<file path="src/include/ais_pkg.sv">
/*
 * Shared constants and types for the analog input scaling block:
 * register offsets, reset values, limits, timing and state types.
 * Assumes a single 20 MHz clock domain and APB register access.
 */
`default_nettype none

package ais_pkg;
    // ---------------------------------------------------------------
    // register map
    // ---------------------------------------------------------------
    localparam logic [11:0] AIS_OFF_CTRL = 12'h000;
    localparam logic [11:0] AIS_OFF_VMIN = 12'h004;
    localparam logic [11:0] AIS_OFF_VMAX = 12'h008;
    localparam logic [11:0] AIS_OFF_CMIN = 12'h00c;
    localparam logic [11:0] AIS_OFF_CMAX = 12'h010;
    localparam logic [11:0] AIS_OFF_FILT = 12'h014;
    localparam logic [11:0] AIS_OFF_XPT = 12'h018;
    localparam logic [11:0] AIS_OFF_YPT = 12'h01c;
    localparam logic [11:0] AIS_OFF_ASSIGN = 12'h020;
    localparam logic [11:0] AIS_OFF_STATUS = 12'h024;
    localparam logic [11:0] AIS_OFF_REF = 12'h028;
    localparam logic [11:0] AIS_OFF_FILTD = 12'h02c;
    // field positions
    localparam int AIS_BIT_TYPE = 0;
    localparam int AIS_BIT_RANGE = 1;
    localparam int AIS_BIT_NONE = 16;
    localparam int AIS_BIT_BIPOLAR = 0;
    localparam int AIS_BIT_BUSY = 1;
    // ---------------------------------------------------------------
    // reset values and limits (0.1 V, 0.1 mA, 10 ms, 1 %)
    // ---------------------------------------------------------------
    localparam logic [6:0] AIS_RST_VMIN = 7'h00;
    localparam logic [6:0] AIS_RST_VMAX = 7'h64;
    localparam logic [7:0] AIS_RST_CMIN = 8'h00;
    localparam logic [7:0] AIS_RST_CMAX = 8'hc8;
    localparam logic [9:0] AIS_RST_FILT = 10'h000;
    localparam logic [6:0] AIS_RST_XPT = 7'h00;
    localparam logic [6:0] AIS_RST_YPT = 7'h00;
    localparam logic [15:0] AIS_LIM_V = 16'h0064;
    localparam logic [15:0] AIS_LIM_C = 16'h00c8;
    localparam logic [15:0] AIS_LIM_F = 16'h03e8;
    localparam logic [15:0] AIS_LIM_P = 16'h0064;
    localparam logic [7:0] AIS_CMIN_BI = 8'h1e;
    // one config unit in sample units (mV or uA), one % in 0.01 %
    localparam logic [15:0] AIS_UNIT = 16'h0064;
    localparam logic [15:0] AIS_FULL = 16'h2710;
    localparam logic [13:0] AIS_FILT_MS = 14'h000a;
    localparam logic [31:0] AIS_RECIP_ONE = 32'h0100_0000;
    // ---------------------------------------------------------------
    // timing
    // ---------------------------------------------------------------
    localparam int AIS_CLK_MHZ = 20;
    localparam int AIS_TICK_US = 1000;
    localparam int AIS_TICK_CYC = AIS_TICK_US * AIS_CLK_MHZ;
    // ---------------------------------------------------------------
    // types
    // ---------------------------------------------------------------
    typedef enum logic [2:0] {
        AIS_ST_IDLE = 3'b000,
        AIS_ST_RECIP = 3'b001,
        AIS_ST_PREP = 3'b010,
        AIS_ST_POS = 3'b011,
        AIS_ST_SEGP = 3'b100,
        AIS_ST_SEG = 3'b101
    } ais_fsm_type;

    typedef struct packed {
        logic type_cur;
        logic range_bi;
        logic [6:0] vmin;
        logic [6:0] vmax;
        logic [7:0] cmin;
        logic [7:0] cmax;
        logic [9:0] filt;
        logic [6:0] xpt;
        logic [6:0] ypt;
    } ais_cfg_type;

    typedef struct packed {
        ais_cfg_type cfg;
        logic pready;
        logic pslverr;
        logic [31:0] prdata;
        logic [31:0] tick_cnt;
        logic tick_pend;
        logic recip_pend;
        logic [15:0] sample;
        logic [24:0] k;
        logic [39:0] acc;
        ais_fsm_type fsm;
        logic [31:0] dv_num;
        logic [15:0] dv_den;
        logic [15:0] dv_rem;
        logic [5:0] dv_cnt;
        logic [15:0] pos;
        logic [15:0] base;
        logic [15:0] refv;
        logic ref_valid;
        logic bipolar;
    } ais_state_type;
endpackage

`default_nettype wire

</file>
<file path="src/hw/ais_scaler.sv">
/*
 * First analog input conditioning: type select, min/max scaling,
 * first-order low-pass filter, two-segment curve and range mapping,
 * with an APB register slave.
 * Assumes samples arrive from logic on i_clk in mV or uA.
 */
// Implementation choices: the APB interface to the registers and the address map.
`timescale 1ns/1ps
`default_nettype none

// Function
// RULE_01: voltage or current type, voltage default
// RULE_02: voltage min is 0 % point
// RULE_03: voltage max is 100 % point
// RULE_04: current min is 0 % point
// RULE_05: current max is 100 % point
// RULE_06: low-pass cutoff up to ten seconds
// RULE_07: X point as percent of span
// RULE_08: at X output equals Y percent
// RULE_09: read-only assignment with none indication
// RULE_10: force unidirectional unless current and min>=3mA
// RULE_11: unidirectional maps min..max to 0..100 %
// RULE_12: bidirectional maps min..max to -100..100 %
// RULE_13: two-segment interpolation, clamped to span
// RULE_14: first-order filter, bypass at zero
module ais_scaler #(
    parameter int P_TICK_CYCLES = ais_pkg::AIS_TICK_CYC
) (
    // clock and reset
    input wire logic i_clk,
    input wire logic i_rstn,
    // apb slave
    input wire logic i_psel,
    input wire logic i_penable,
    input wire logic i_pwrite,
    input wire logic [11:0] i_paddr,
    input wire logic [31:0] i_pwdata,
    output logic [31:0] o_prdata,
    output logic o_pready,
    output logic o_pslverr,
    // converted sample and drive context
    input wire logic [15:0] i_sample,
    input wire logic i_sample_valid,
    input wire logic [15:0] i_assigned_functions,
    // frequency reference out
    output logic [15:0] o_reference,
    output logic o_reference_valid,
    output logic o_bipolar_range_code
);
    generate
        if (P_TICK_CYCLES < 1) begin : g_bad
            $error("P_TICK_CYCLES must be at least 1");
        end
    endgenerate

    // ---------------------------------------------------------------
    // helpers
    // ---------------------------------------------------------------
    function automatic logic [15:0] sat(input logic [31:0] v,
                                        input logic [15:0] lim);
        sat = (v > {16'h0000, lim}) ? lim : v[15:0];
    endfunction

    function automatic logic [15:0] scale(input logic [15:0] v,
                                          input logic [15:0] u);
        logic [31:0] p;
        p = v * u;
        scale = p[15:0];
    endfunction

    // ---------------------------------------------------------------
    // reset release
    // ---------------------------------------------------------------
    logic rst_meta_q;
    logic rst_n_q;

    always_ff @(posedge i_clk or negedge i_rstn) begin
        if (!i_rstn) begin
            rst_meta_q <= 1'b0;
            rst_n_q <= 1'b0;
        end else begin
            rst_meta_q <= 1'b1;
            rst_n_q <= rst_meta_q;
        end
    end

    ais_pkg::ais_state_type s_q;
    ais_pkg::ais_state_type s_d;

    logic apb_acc;
    logic bi_eff;
    logic [15:0] lo;
    logic [15:0] hi;
    logic [15:0] y;
    logic [15:0] xi;
    logic [15:0] yi;
    logic [16:0] dstep;
    logic [16:0] fdiff;
    logic [42:0] fprod;

    always_comb begin
        s_d = s_q;
        s_d.ref_valid = 1'b0;
        apb_acc = i_psel & i_penable;
        // RULE_10: forced unidirectional
        bi_eff = s_q.cfg.type_cur & s_q.cfg.range_bi &
                 (s_q.cfg.cmin >= ais_pkg::AIS_CMIN_BI);
        s_d.bipolar = bi_eff;
        // RULE_02: RULE_03: RULE_04: RULE_05: active points
        if (s_q.cfg.type_cur) begin
            lo = scale({8'h00, s_q.cfg.cmin}, ais_pkg::AIS_UNIT);
            hi = scale({8'h00, s_q.cfg.cmax}, ais_pkg::AIS_UNIT);
        end else begin
            lo = scale({9'h000, s_q.cfg.vmin}, ais_pkg::AIS_UNIT);
            hi = scale({9'h000, s_q.cfg.vmax}, ais_pkg::AIS_UNIT);
        end
        y = s_q.acc[39:24];
        xi = scale({9'h000, s_q.cfg.xpt}, ais_pkg::AIS_UNIT);
        yi = scale({9'h000, s_q.cfg.ypt}, ais_pkg::AIS_UNIT);
        dstep = {s_q.dv_rem, s_q.dv_num[31]};
        fdiff = {1'b0, s_q.sample} - {1'b0, y};
        fprod = 43'(signed'(fdiff) * signed'({1'b0, s_q.k}));

        // -----------------------------------------------------------
        // apb: one wait state, write lands with pready
        // -----------------------------------------------------------
        s_d.pready = apb_acc & ~s_q.pready;
        if (apb_acc & ~s_q.pready) begin
            s_d.pslverr = 1'b0;
            s_d.prdata = 32'h0000_0000;
            case (i_paddr)
                ais_pkg::AIS_OFF_CTRL: begin
                    s_d.prdata[ais_pkg::AIS_BIT_TYPE] = s_q.cfg.type_cur;
                    s_d.prdata[ais_pkg::AIS_BIT_RANGE] = s_q.cfg.range_bi;
                end
                ais_pkg::AIS_OFF_VMIN: s_d.prdata[6:0] = s_q.cfg.vmin;
                ais_pkg::AIS_OFF_VMAX: s_d.prdata[6:0] = s_q.cfg.vmax;
                ais_pkg::AIS_OFF_CMIN: s_d.prdata[7:0] = s_q.cfg.cmin;
                ais_pkg::AIS_OFF_CMAX: s_d.prdata[7:0] = s_q.cfg.cmax;
                ais_pkg::AIS_OFF_FILT: s_d.prdata[9:0] = s_q.cfg.filt;
                ais_pkg::AIS_OFF_XPT: s_d.prdata[6:0] = s_q.cfg.xpt;
                ais_pkg::AIS_OFF_YPT: s_d.prdata[6:0] = s_q.cfg.ypt;
                // RULE_09: assignment read-only
                ais_pkg::AIS_OFF_ASSIGN: begin
                    s_d.prdata[15:0] = i_assigned_functions;
                    s_d.prdata[ais_pkg::AIS_BIT_NONE] =
                        (i_assigned_functions == 16'h0000);
                end
                ais_pkg::AIS_OFF_STATUS: begin
                    s_d.prdata[ais_pkg::AIS_BIT_BIPOLAR] = bi_eff;
                    s_d.prdata[ais_pkg::AIS_BIT_BUSY] =
                        (s_q.fsm != ais_pkg::AIS_ST_IDLE);
                end
                ais_pkg::AIS_OFF_REF: s_d.prdata[15:0] = s_q.refv;
                ais_pkg::AIS_OFF_FILTD: s_d.prdata[15:0] = y;
                default: s_d.pslverr = 1'b1;
            endcase
        end
        if (apb_acc & s_q.pready & i_pwrite & ~s_q.pslverr) begin
            case (i_paddr)
                // RULE_01: type select
                ais_pkg::AIS_OFF_CTRL: begin
                    s_d.cfg.type_cur = i_pwdata[ais_pkg::AIS_BIT_TYPE];
                    s_d.cfg.range_bi = i_pwdata[ais_pkg::AIS_BIT_RANGE];
                end
                ais_pkg::AIS_OFF_VMIN:
                    s_d.cfg.vmin = 7'(sat(i_pwdata, ais_pkg::AIS_LIM_V));
                ais_pkg::AIS_OFF_VMAX:
                    s_d.cfg.vmax = 7'(sat(i_pwdata, ais_pkg::AIS_LIM_V));
                ais_pkg::AIS_OFF_CMIN:
                    s_d.cfg.cmin = 8'(sat(i_pwdata, ais_pkg::AIS_LIM_C));
                ais_pkg::AIS_OFF_CMAX:
                    s_d.cfg.cmax = 8'(sat(i_pwdata, ais_pkg::AIS_LIM_C));
                // RULE_06: cutoff setting
                ais_pkg::AIS_OFF_FILT: begin
                    s_d.cfg.filt = 10'(sat(i_pwdata, ais_pkg::AIS_LIM_F));
                    s_d.recip_pend = 1'b1;
                end
                ais_pkg::AIS_OFF_XPT:
                    s_d.cfg.xpt = 7'(sat(i_pwdata, ais_pkg::AIS_LIM_P));
                ais_pkg::AIS_OFF_YPT:
                    s_d.cfg.ypt = 7'(sat(i_pwdata, ais_pkg::AIS_LIM_P));
                default: ;
            endcase
        end

        // -----------------------------------------------------------
        // sample capture and filter tick
        // -----------------------------------------------------------
        if (i_sample_valid) begin
            s_d.sample = i_sample;
        end
        if (s_q.tick_cnt >= 32'(P_TICK_CYCLES - 1)) begin
            s_d.tick_cnt = 32'h0000_0000;
            s_d.tick_pend = 1'b1;
        end else begin
            s_d.tick_cnt = s_q.tick_cnt + 32'h0000_0001;
        end

        // shared restoring divider, one quotient bit per clock
        if (s_q.dv_cnt != 6'h00) begin
            s_d.dv_num = {s_q.dv_num[30:0], 1'b0};
            s_d.dv_rem = dstep[15:0];
            if (dstep >= {1'b0, s_q.dv_den}) begin
                s_d.dv_rem = 16'(dstep - {1'b0, s_q.dv_den});
                s_d.dv_num[0] = 1'b1;
            end
            s_d.dv_cnt = s_q.dv_cnt - 6'h01;
        end

        // -----------------------------------------------------------
        // conversion sequence
        // -----------------------------------------------------------
        case (s_q.fsm)
            ais_pkg::AIS_ST_IDLE: begin
                if (s_q.recip_pend) begin
                    // gain 2^24 / tau_ms, tick is 1 ms
                    s_d.recip_pend = apb_acc & s_q.pready & i_pwrite &
                                     (i_paddr == ais_pkg::AIS_OFF_FILT);
                    s_d.dv_num = ais_pkg::AIS_RECIP_ONE;
                    s_d.dv_den = 16'(s_q.cfg.filt * ais_pkg::AIS_FILT_MS);
                    s_d.dv_rem = 16'h0000;
                    s_d.dv_cnt = 6'h20;
                    if (s_q.cfg.filt == 10'h000) begin
                        s_d.dv_den = 16'h0001;
                    end
                    s_d.fsm = ais_pkg::AIS_ST_RECIP;
                end else if (s_q.tick_pend) begin
                    s_d.tick_pend = 1'b0;
                    // RULE_14: first-order low-pass
                    if (s_q.cfg.filt == 10'h000) begin
                        s_d.acc = {s_q.sample, 24'h00_0000};
                    end else begin
                        s_d.acc = s_q.acc + 40'(fprod);
                    end
                    s_d.fsm = ais_pkg::AIS_ST_PREP;
                end
            end
            ais_pkg::AIS_ST_RECIP: begin
                if (s_q.dv_cnt == 6'h00) begin
                    s_d.k = s_q.dv_num[24:0];
                    s_d.fsm = ais_pkg::AIS_ST_IDLE;
                end
            end
            ais_pkg::AIS_ST_PREP: begin
                // RULE_07: position within physical span
                s_d.fsm = ais_pkg::AIS_ST_SEGP;
                if (hi <= lo) begin
                    s_d.pos = (y >= hi) ? ais_pkg::AIS_FULL : 16'h0000;
                end else if (y <= lo) begin
                    s_d.pos = 16'h0000;
                end else if (y >= hi) begin
                    s_d.pos = ais_pkg::AIS_FULL;
                end else begin
                    s_d.dv_num = (y - lo) * ais_pkg::AIS_FULL;
                    s_d.dv_den = hi - lo;
                    s_d.dv_rem = 16'h0000;
                    s_d.dv_cnt = 6'h20;
                    s_d.fsm = ais_pkg::AIS_ST_POS;
                end
            end
            ais_pkg::AIS_ST_POS: begin
                if (s_q.dv_cnt == 6'h00) begin
                    s_d.pos = s_q.dv_num[15:0];
                    s_d.fsm = ais_pkg::AIS_ST_SEGP;
                end
            end
            ais_pkg::AIS_ST_SEGP: begin
                // RULE_13: pick segment
                s_d.dv_rem = 16'h0000;
                s_d.dv_cnt = 6'h20;
                s_d.fsm = ais_pkg::AIS_ST_SEG;
                if (s_q.pos > xi) begin
                    s_d.base = yi;
                    s_d.dv_num = (ais_pkg::AIS_FULL - yi) * (s_q.pos - xi);
                    s_d.dv_den = ais_pkg::AIS_FULL - xi;
                end else if (xi == 16'h0000) begin
                    // RULE_08: at X the output is Y
                    s_d.base = yi;
                    s_d.dv_num = 32'h0000_0000;
                    s_d.dv_cnt = 6'h00;
                end else begin
                    s_d.base = 16'h0000;
                    s_d.dv_num = yi * s_q.pos;
                    s_d.dv_den = xi;
                end
            end
            ais_pkg::AIS_ST_SEG: begin
                if (s_q.dv_cnt == 6'h00) begin
                    s_d.refv = sat({16'h0000, 16'(s_q.base +
                                   s_q.dv_num[15:0])}, ais_pkg::AIS_FULL);
                    // RULE_12: signed span when bidirectional
                    if (bi_eff) begin
                        s_d.refv = 16'({s_d.refv, 1'b0} -
                                       {1'b0, ais_pkg::AIS_FULL});
                    end
                    // RULE_11: otherwise 0..100 % as is
                    s_d.ref_valid = 1'b1;
                    s_d.fsm = ais_pkg::AIS_ST_IDLE;
                end
            end
            default: s_d.fsm = ais_pkg::AIS_ST_IDLE;
        endcase
    end

    // ---------------------------------------------------------------
    // state register
    // ---------------------------------------------------------------
    always_ff @(posedge i_clk or negedge rst_n_q) begin
        if (!rst_n_q) begin
            s_q <= '0;
            s_q.cfg.vmin <= ais_pkg::AIS_RST_VMIN;
            s_q.cfg.vmax <= ais_pkg::AIS_RST_VMAX;
            s_q.cfg.cmin <= ais_pkg::AIS_RST_CMIN;
            s_q.cfg.cmax <= ais_pkg::AIS_RST_CMAX;
            s_q.cfg.filt <= ais_pkg::AIS_RST_FILT;
            s_q.cfg.xpt <= ais_pkg::AIS_RST_XPT;
            s_q.cfg.ypt <= ais_pkg::AIS_RST_YPT;
            s_q.fsm <= ais_pkg::AIS_ST_IDLE;
        end else begin
            s_q <= s_d;
        end
    end

    assign o_prdata = s_q.prdata;
    assign o_pready = s_q.pready;
    assign o_pslverr = s_q.pslverr;
    assign o_reference = s_q.refv;
    assign o_reference_valid = s_q.ref_valid;
    assign o_bipolar_range_code = s_q.bipolar;
endmodule

`default_nettype wire

</file>
<file path="config.mk">
export PLATFORM = sky130hd
export DESIGN_NAME = ais_scaler
export DESIGN_NICKNAME = d
export VERILOG_FILES = /design/src/include/ais_pkg.sv /design/src/hw/ais_scaler.sv
export SDC_FILE = /design/constraint.sdc
export NUM_CORES = 2
export LEC_CHECK = 0
export BUFFER_PORTS_ARGS = -buffer_cell sky130_fd_sc_hd__buf_2
export CAP_MARGIN = 15
export CORE_ASPECT_RATIO = 2
export CORE_MARGIN = 5
export CORE_UTILIZATION = 59
export CTS_BUF_LIST = sky130_fd_sc_hd__clkbuf_8
export CTS_CLUSTER_SIZE = 16
export DETAILED_ROUTE_END_ITERATION = 10
export GPL_ROUTABILITY_DRIVEN = 0
export PLACE_DENSITY = 0.76
export SLEW_MARGIN = 30
export SYNTH_ARGS = -nofsm -noshare
export SYNTH_HDL_FRONTEND = slang
export SYNTH_SLANG_ARGS = --single-unit
export TNS_END_PERCENT = 10
</file>
<file path="constraint.sdc">
create_clock -name i_clk -period 15 [get_ports i_clk]
set_input_delay 0.75 -clock i_clk [delete_from_list [all_inputs] [get_ports i_clk]]
set_output_delay 0.75 -clock i_clk [all_outputs]
set_load 0.01 [all_outputs]
</file>
## Yosys cells after proc, flatten, opt, wreduce, memory -nomap -nowiden

Cells that the tools add are included.

| operators by class | value |
|---|---|
| order comparisons | 11 |
| bitwise logic cells | 11 |
| $add $sub $neg | 12 |
| shift-type cells | 0 |
| mux-type cells | 53 |
| eq/ne operators | 25 |
| $mul | 11 |
| reductions and logical operators | 26 |
| divide/modulo/power cells | 0 |

Operators by type and width:

| kind | number |
|---|---|
| two-way mux 73 bit | 3 |
| one-hot mux 70 bit (3 select lines) | 1 |
| two-way mux 16 bit | 8 |
| two-way mux 70 bit | 1 |
| two-way mux 32 bit | 2 |
| two-way mux 14 bit | 4 |
| one-hot mux 5 bit (10 select lines) | 1 |
| == test 12 x 5 -> 1 bit, second input constant | 4 |
| == test 12 x 6 -> 1 bit, second input constant | 4 |
| multiplier 7 x 5 -> 12 bit, second input constant | 4 |
| two-way mux 48 bit | 1 |
| adder 40 bit | 1 |
| multiplier 17 x 26 -> 40 bit | 1 |
| two-way mux 40 bit | 1 |
| adder 32 x 1 -> 32 bit, second input constant | 1 |
| greater-or-equal comparator 32 x 15 -> 1 bit, second input constant | 1 |
| > comparator 32 x 10 -> 1 bit, second input constant | 1 |
| > comparator 32 x 7 -> 1 bit, second input constant | 1 |
| > comparator 32 x 8 -> 1 bit, second input constant | 1 |
| less-or-equal comparator 16 x 15 -> 1 bit | 2 |
| multiplier 15 x 17 -> 32 bit | 1 |
| multiplier 32 x 10 -> 28 bit, second input constant | 1 |
| one-hot mux 16 bit (2 select lines) | 1 |
| two-way mux 15 bit | 2 |
| 56 further kinds | 101 |

| word-level totals | value |
|---|---|
| latch bits | 0 |
| bits in read-only memories | 0 |
| output and inout port bits | 52 |
| input port bits | 82 |
| bits in registers | 315 |
| memories kept | 0 |
| memory bits (writable) | 0 |

## Depth between registers and ports, before layout

| logic depth | value |
|---|---|
| word-level depth | 8 |
| gate-level depth with buffers | 41 |
| mapped depth without buffers | 41 |

## Worst setup path before layout

No wires, ideal clock.

| path | value |
|---|---|
| path type | reg-to-reg |
| start | register s_q[321] (netlist bit) |
| end | register s_q[118] (netlist bit) |
| data arrival time | 9.506 ns |
| period minus slack after synthesis | 9.630 ns |
| buffers on the path | 0 |
| cell stages (with the launch flop) | 32 |
| slack | 5.370 ns |
| path through | dfrtp_1 ha_1 ha_1 fa_1 ha_1 a21oi_1 o21bai_1 a21oi_1 xnor2_1 o21ai_0 ha_1 nand2_1 o21ai_1 a21o_1 a21oi_1 o21ai_0 clkinv_1 ha_1 xnor2_1 ha_1 fa_1 ha_1 inv_1 fa_1 inv_1 ha_1 nand2_1 o31a_1 o21ai_0 a31oi_1 xnor2_1 a211o_1 |

RTL lines:

| what | RTL line | RTL |
|---|---|---|
| start, declared | ais_scaler.sv:87 | `ais_pkg::ais_state_type s_q;` |

==> run_results.csv <==
group,metric,value,unit
critical_path,regToRegStartpoint,"s_q[279]$_DFFE_PN0P_",
floorplanning,die-area,97100,µm²
clock_network,cts_made_buffers,49,
synthesis,netlist_top_cells_area,"fa_1 (30%), ha_1 (14%), dfrtp_1 (14%), inv_1 (6.9%), nand2_1 (5.7%)",
clock_network,cts_resized,0,
critical_path,cp.depth,35,
global_routing,grt_overflow,0,
timing,fin_crit,10.79,ns
global_routing,grt_usage,34.2,%
floorplanning,pin_count,134,
critical_path,r2r-end,"dstep[0]$_DFF_PN0_",
critical_path,critical_path.max_stage_delay,0.80,ns
synthesis,syn-cell-area,53500,µm²
synthesis,syn_area_per_cell,9.02,µm²
synthesis,synth_top_cell_area_share,29.9,%
global_routing,grt_pass1_wl,259,mm
worst_hold_path,whs_path_depth,3,
worst_hold_path,holdPathEnd,"s_q[188]$_DFFE_PN0P_",
floorplanning,die_w,223,µm
global_routing,antenna_found_initial,2,
final_layout,area_growth,5.92,%
clock_network,clock_latency,0.76,ns
clock_network,h-tree-depth,2,
synthesis,ys.warnings.count,0,
placement,hpwl,133,mm
final_layout,final_common_cell,"inv_1",
global_routing,grt_pass1_vias,47700,
critical_path,worstRegToRegCells,35,
clock_network,cts_buffer_depth,3,
timing,max_freq,0.0927,GHz
timing,finalMaxSlewViolations,0,
timing,setup_tns,0,ns
worst_hold_path,hold_start,"i_sample[0]",
drt,drt_iter0_drc,2907,
placement,numPortBuffers,118,
drt,highest-signal-layer,"met5",
synthesis,synth_cells,5927,
timing,finalCritPeriodShare,71.9,%
floorplanning,start_util,59.3,%
final_layout,finish.net_count,7452,
final_layout,multiInputGateArea,41200,µm²
timing,rsz0062_at_grt,"false",
critical_path,cp_top_family,"adder cells",
drt,vias,43900,
synthesis,yosysUniqueCellTypes,91,
drt,wl_met1,51.1,mm
clock_network,root_buffer,"clkbuf_8",
worst_hold_path,min_path_type,"in -> reg",
critical_path,arrival,11.34,ns
drt,route.met2.wl,81.9,mm
drt,ant_nets,0,
critical_path,end_kind,"flip-flop",
critical_path,r2r_slack,4.21,ns
critical_path,critPathRequiredTime,15.55,ns
synthesis,synth_flop_cell,"dfrtp_1",
final_layout,mostFrequentLayoutCells,"inv_1 (995), nand2_1 (812), fa_1 (798), ha_1 (617), dfrtp_1 (304)",
drt,wl_met3,11.2,mm
timing,tightest_slew,1.12,ns
drt,drc_errors,0,
critical_path,path_class,"reg -> reg",
timing,timing_hold_violations_final,0,
synthesis,ys_ff_latch,311,
floorplanning,row_count,156,
timing,finalSetupViolCount,0,
critical_path,crit_slowest_cell,"xor2_1",
clock_network,cts_tree,"yes",
critical_path,crit_fanout,11,
global_routing,grt_max_degree,76,
final_layout,fill_cells,7571,
drt,wl_per_cell,23.0,µm
critical_path,cp-startpoint,"s_q[279]$_DFFE_PN0P_",
clock_network,clk_pin_slew_worst_paths,0.07,ns
clock_network,clock-sinks,311,
synthesis,yosysTopAreaCell,"fa_1",
drt,drtPass1Iterations,6,
flow_run,max-cap-violations,0,
outcome,status,"complete, no violations",
synthesis,synth_edf_count,0,
final_layout,final_layout_size_suffix_gt1_share,7.11,%
critical_path,critPathLaunchType,"flip-flop",
floorplanning,die_y,436,µm
timing,skew,0.0949,ns
timing,maxSlewHeadroom,24.4,%
floorplanning,core,90200,µm²
synthesis,yosysSeqAreaShare,14.6,%
critical_path,critPathBufInv,3,
drt,wirelength,165,mm
final_layout,ff_latch_area,7790,µm²
synthesis,async_reset_ff_share,100,%
drt,drt-vias-per-instance,6.11,
## cells in the mapped netlist (all sizes together), types with 6 or more instances
| master | count |
|---|---|
| fa | 798 |
| a22o | 30 |
| nor2 | 257 |
| a31o | 6 |
| nand2b | 53 |
| or4 | 6 |
| o21a | 47 |
| a222oi | 8 |
| inv | 986 |
| dfstp | 6 |
| o31a | 7 |
| a211o | 12 |
| nand4 | 29 |
| clkbuf | 207 |
| a21o | 88 |
| buf | 65 |
| nor3 | 50 |
| o31ai | 24 |
| and2 | 234 |
| a21boi | 8 |
| a22oi | 24 |
| or2 | 16 |
| nand2 | 812 |
| o21bai | 37 |
| a31oi | 31 |
| xor2 | 88 |
| mux2 | 51 |
| and3 | 17 |
| nand3 | 54 |
| mux2i | 47 |
| dfrtp | 305 |
| o221ai | 13 |
| a221oi | 28 |
| nor4 | 24 |
| a211oi | 30 |
| xnor2 | 170 |
| ha | 617 |
| nor2b | 78 |
| o211ai | 18 |
| o22ai | 20 |
| or3 | 14 |
| o21ai | 196 |
| a21oi | 237 |
## metrics by stage
stage,setup WS (ns),hold slack [ns],utilization [%],area (µm²),instances
2_1_floorplan,5.37,0.331,-,53600,5959
5_1_grt,3.62,0.243,62.8,56600,7181
3_5_place_dp,4.40,0.332,61.5,55500,7088
6_report,4.21,0.224,62.8,56600,7181
3_3_place_gp,4.33,0.325,61.4,55400,7088
4_1_cts,4.34,0.208,62.7,56600,7180
## how the worst max path moves through the flow
stage / to / slack (ns)
after floorplan: s_q[118]$_DFF_PN0_ / 5.37
after global placement: dstep[0]$_DFF_PN0_ / 4.33
after detailed placement: dstep[0]$_DFF_PN0_ / 4.40
after CTS: dstep[0]$_DFF_PN0_ / 4.34
after global routing: s_q[116]$_DFF_PN0_ / 3.62
final: dstep[0]$_DFF_PN0_ / 4.21
## per-layer routing
metal  GRT usage [%]  vias to the layer above
met1            33.9                    21700
met5               0                        -
met4            32.5                        2
li1                -                    19000
met2            60.0                     2164
met3            5.27                      999
## cell families after synthesis
logic type / share of synthesized area (%)
simple gates: 14.4
fa+ha+maj: 44.3
buf+inv: 9.19
compound gates: 11.3
flops: 14.6
xor+xnor: 4.28
mux: 1.95
other cells: 0.0140
## worst reg2reg max path, delay by kind of cell, from the launching register on
family                   cells  cell delay [ns]
flip-flops                   1             0.52
AO/OA/AOI/OAI               12             2.59
adder cells (fa/ha/maj)     12             4.72
buffers and inverters        3             0.25
AND/OR/NAND/NOR              5             1.14
XOR/XNOR                     3             1.38
## registers in the layout, indices dropped and copies added, names as in the netlist, 16 cells and up
signal / count
o_prdata: 17
o_reference: 16
s_q: 255
dstep: 17
## area by class of cell
class / count / share of cell area, %
well taps: 1185 / 2.62
multi-input cells: 4389 / 72.7
clock inverters: 33 / 0.559
inverters: 987 / 6.54
diodes: 1 / 0.00442
repair buffers: 217 / 2.37
clock buffers: 58 / 1.41
flip-flops and latches: 311 / 13.8
## what timing repair did
item	CTS	global route
endpoints found under the setup margin	0	0
endpoints found under the hold margin	2	0
hold buffers	1	0
buffers inserted	0	0
Power is not shown: default switching activity piles up to over one toggle a cycle in this logic, so the estimate is an artifact.
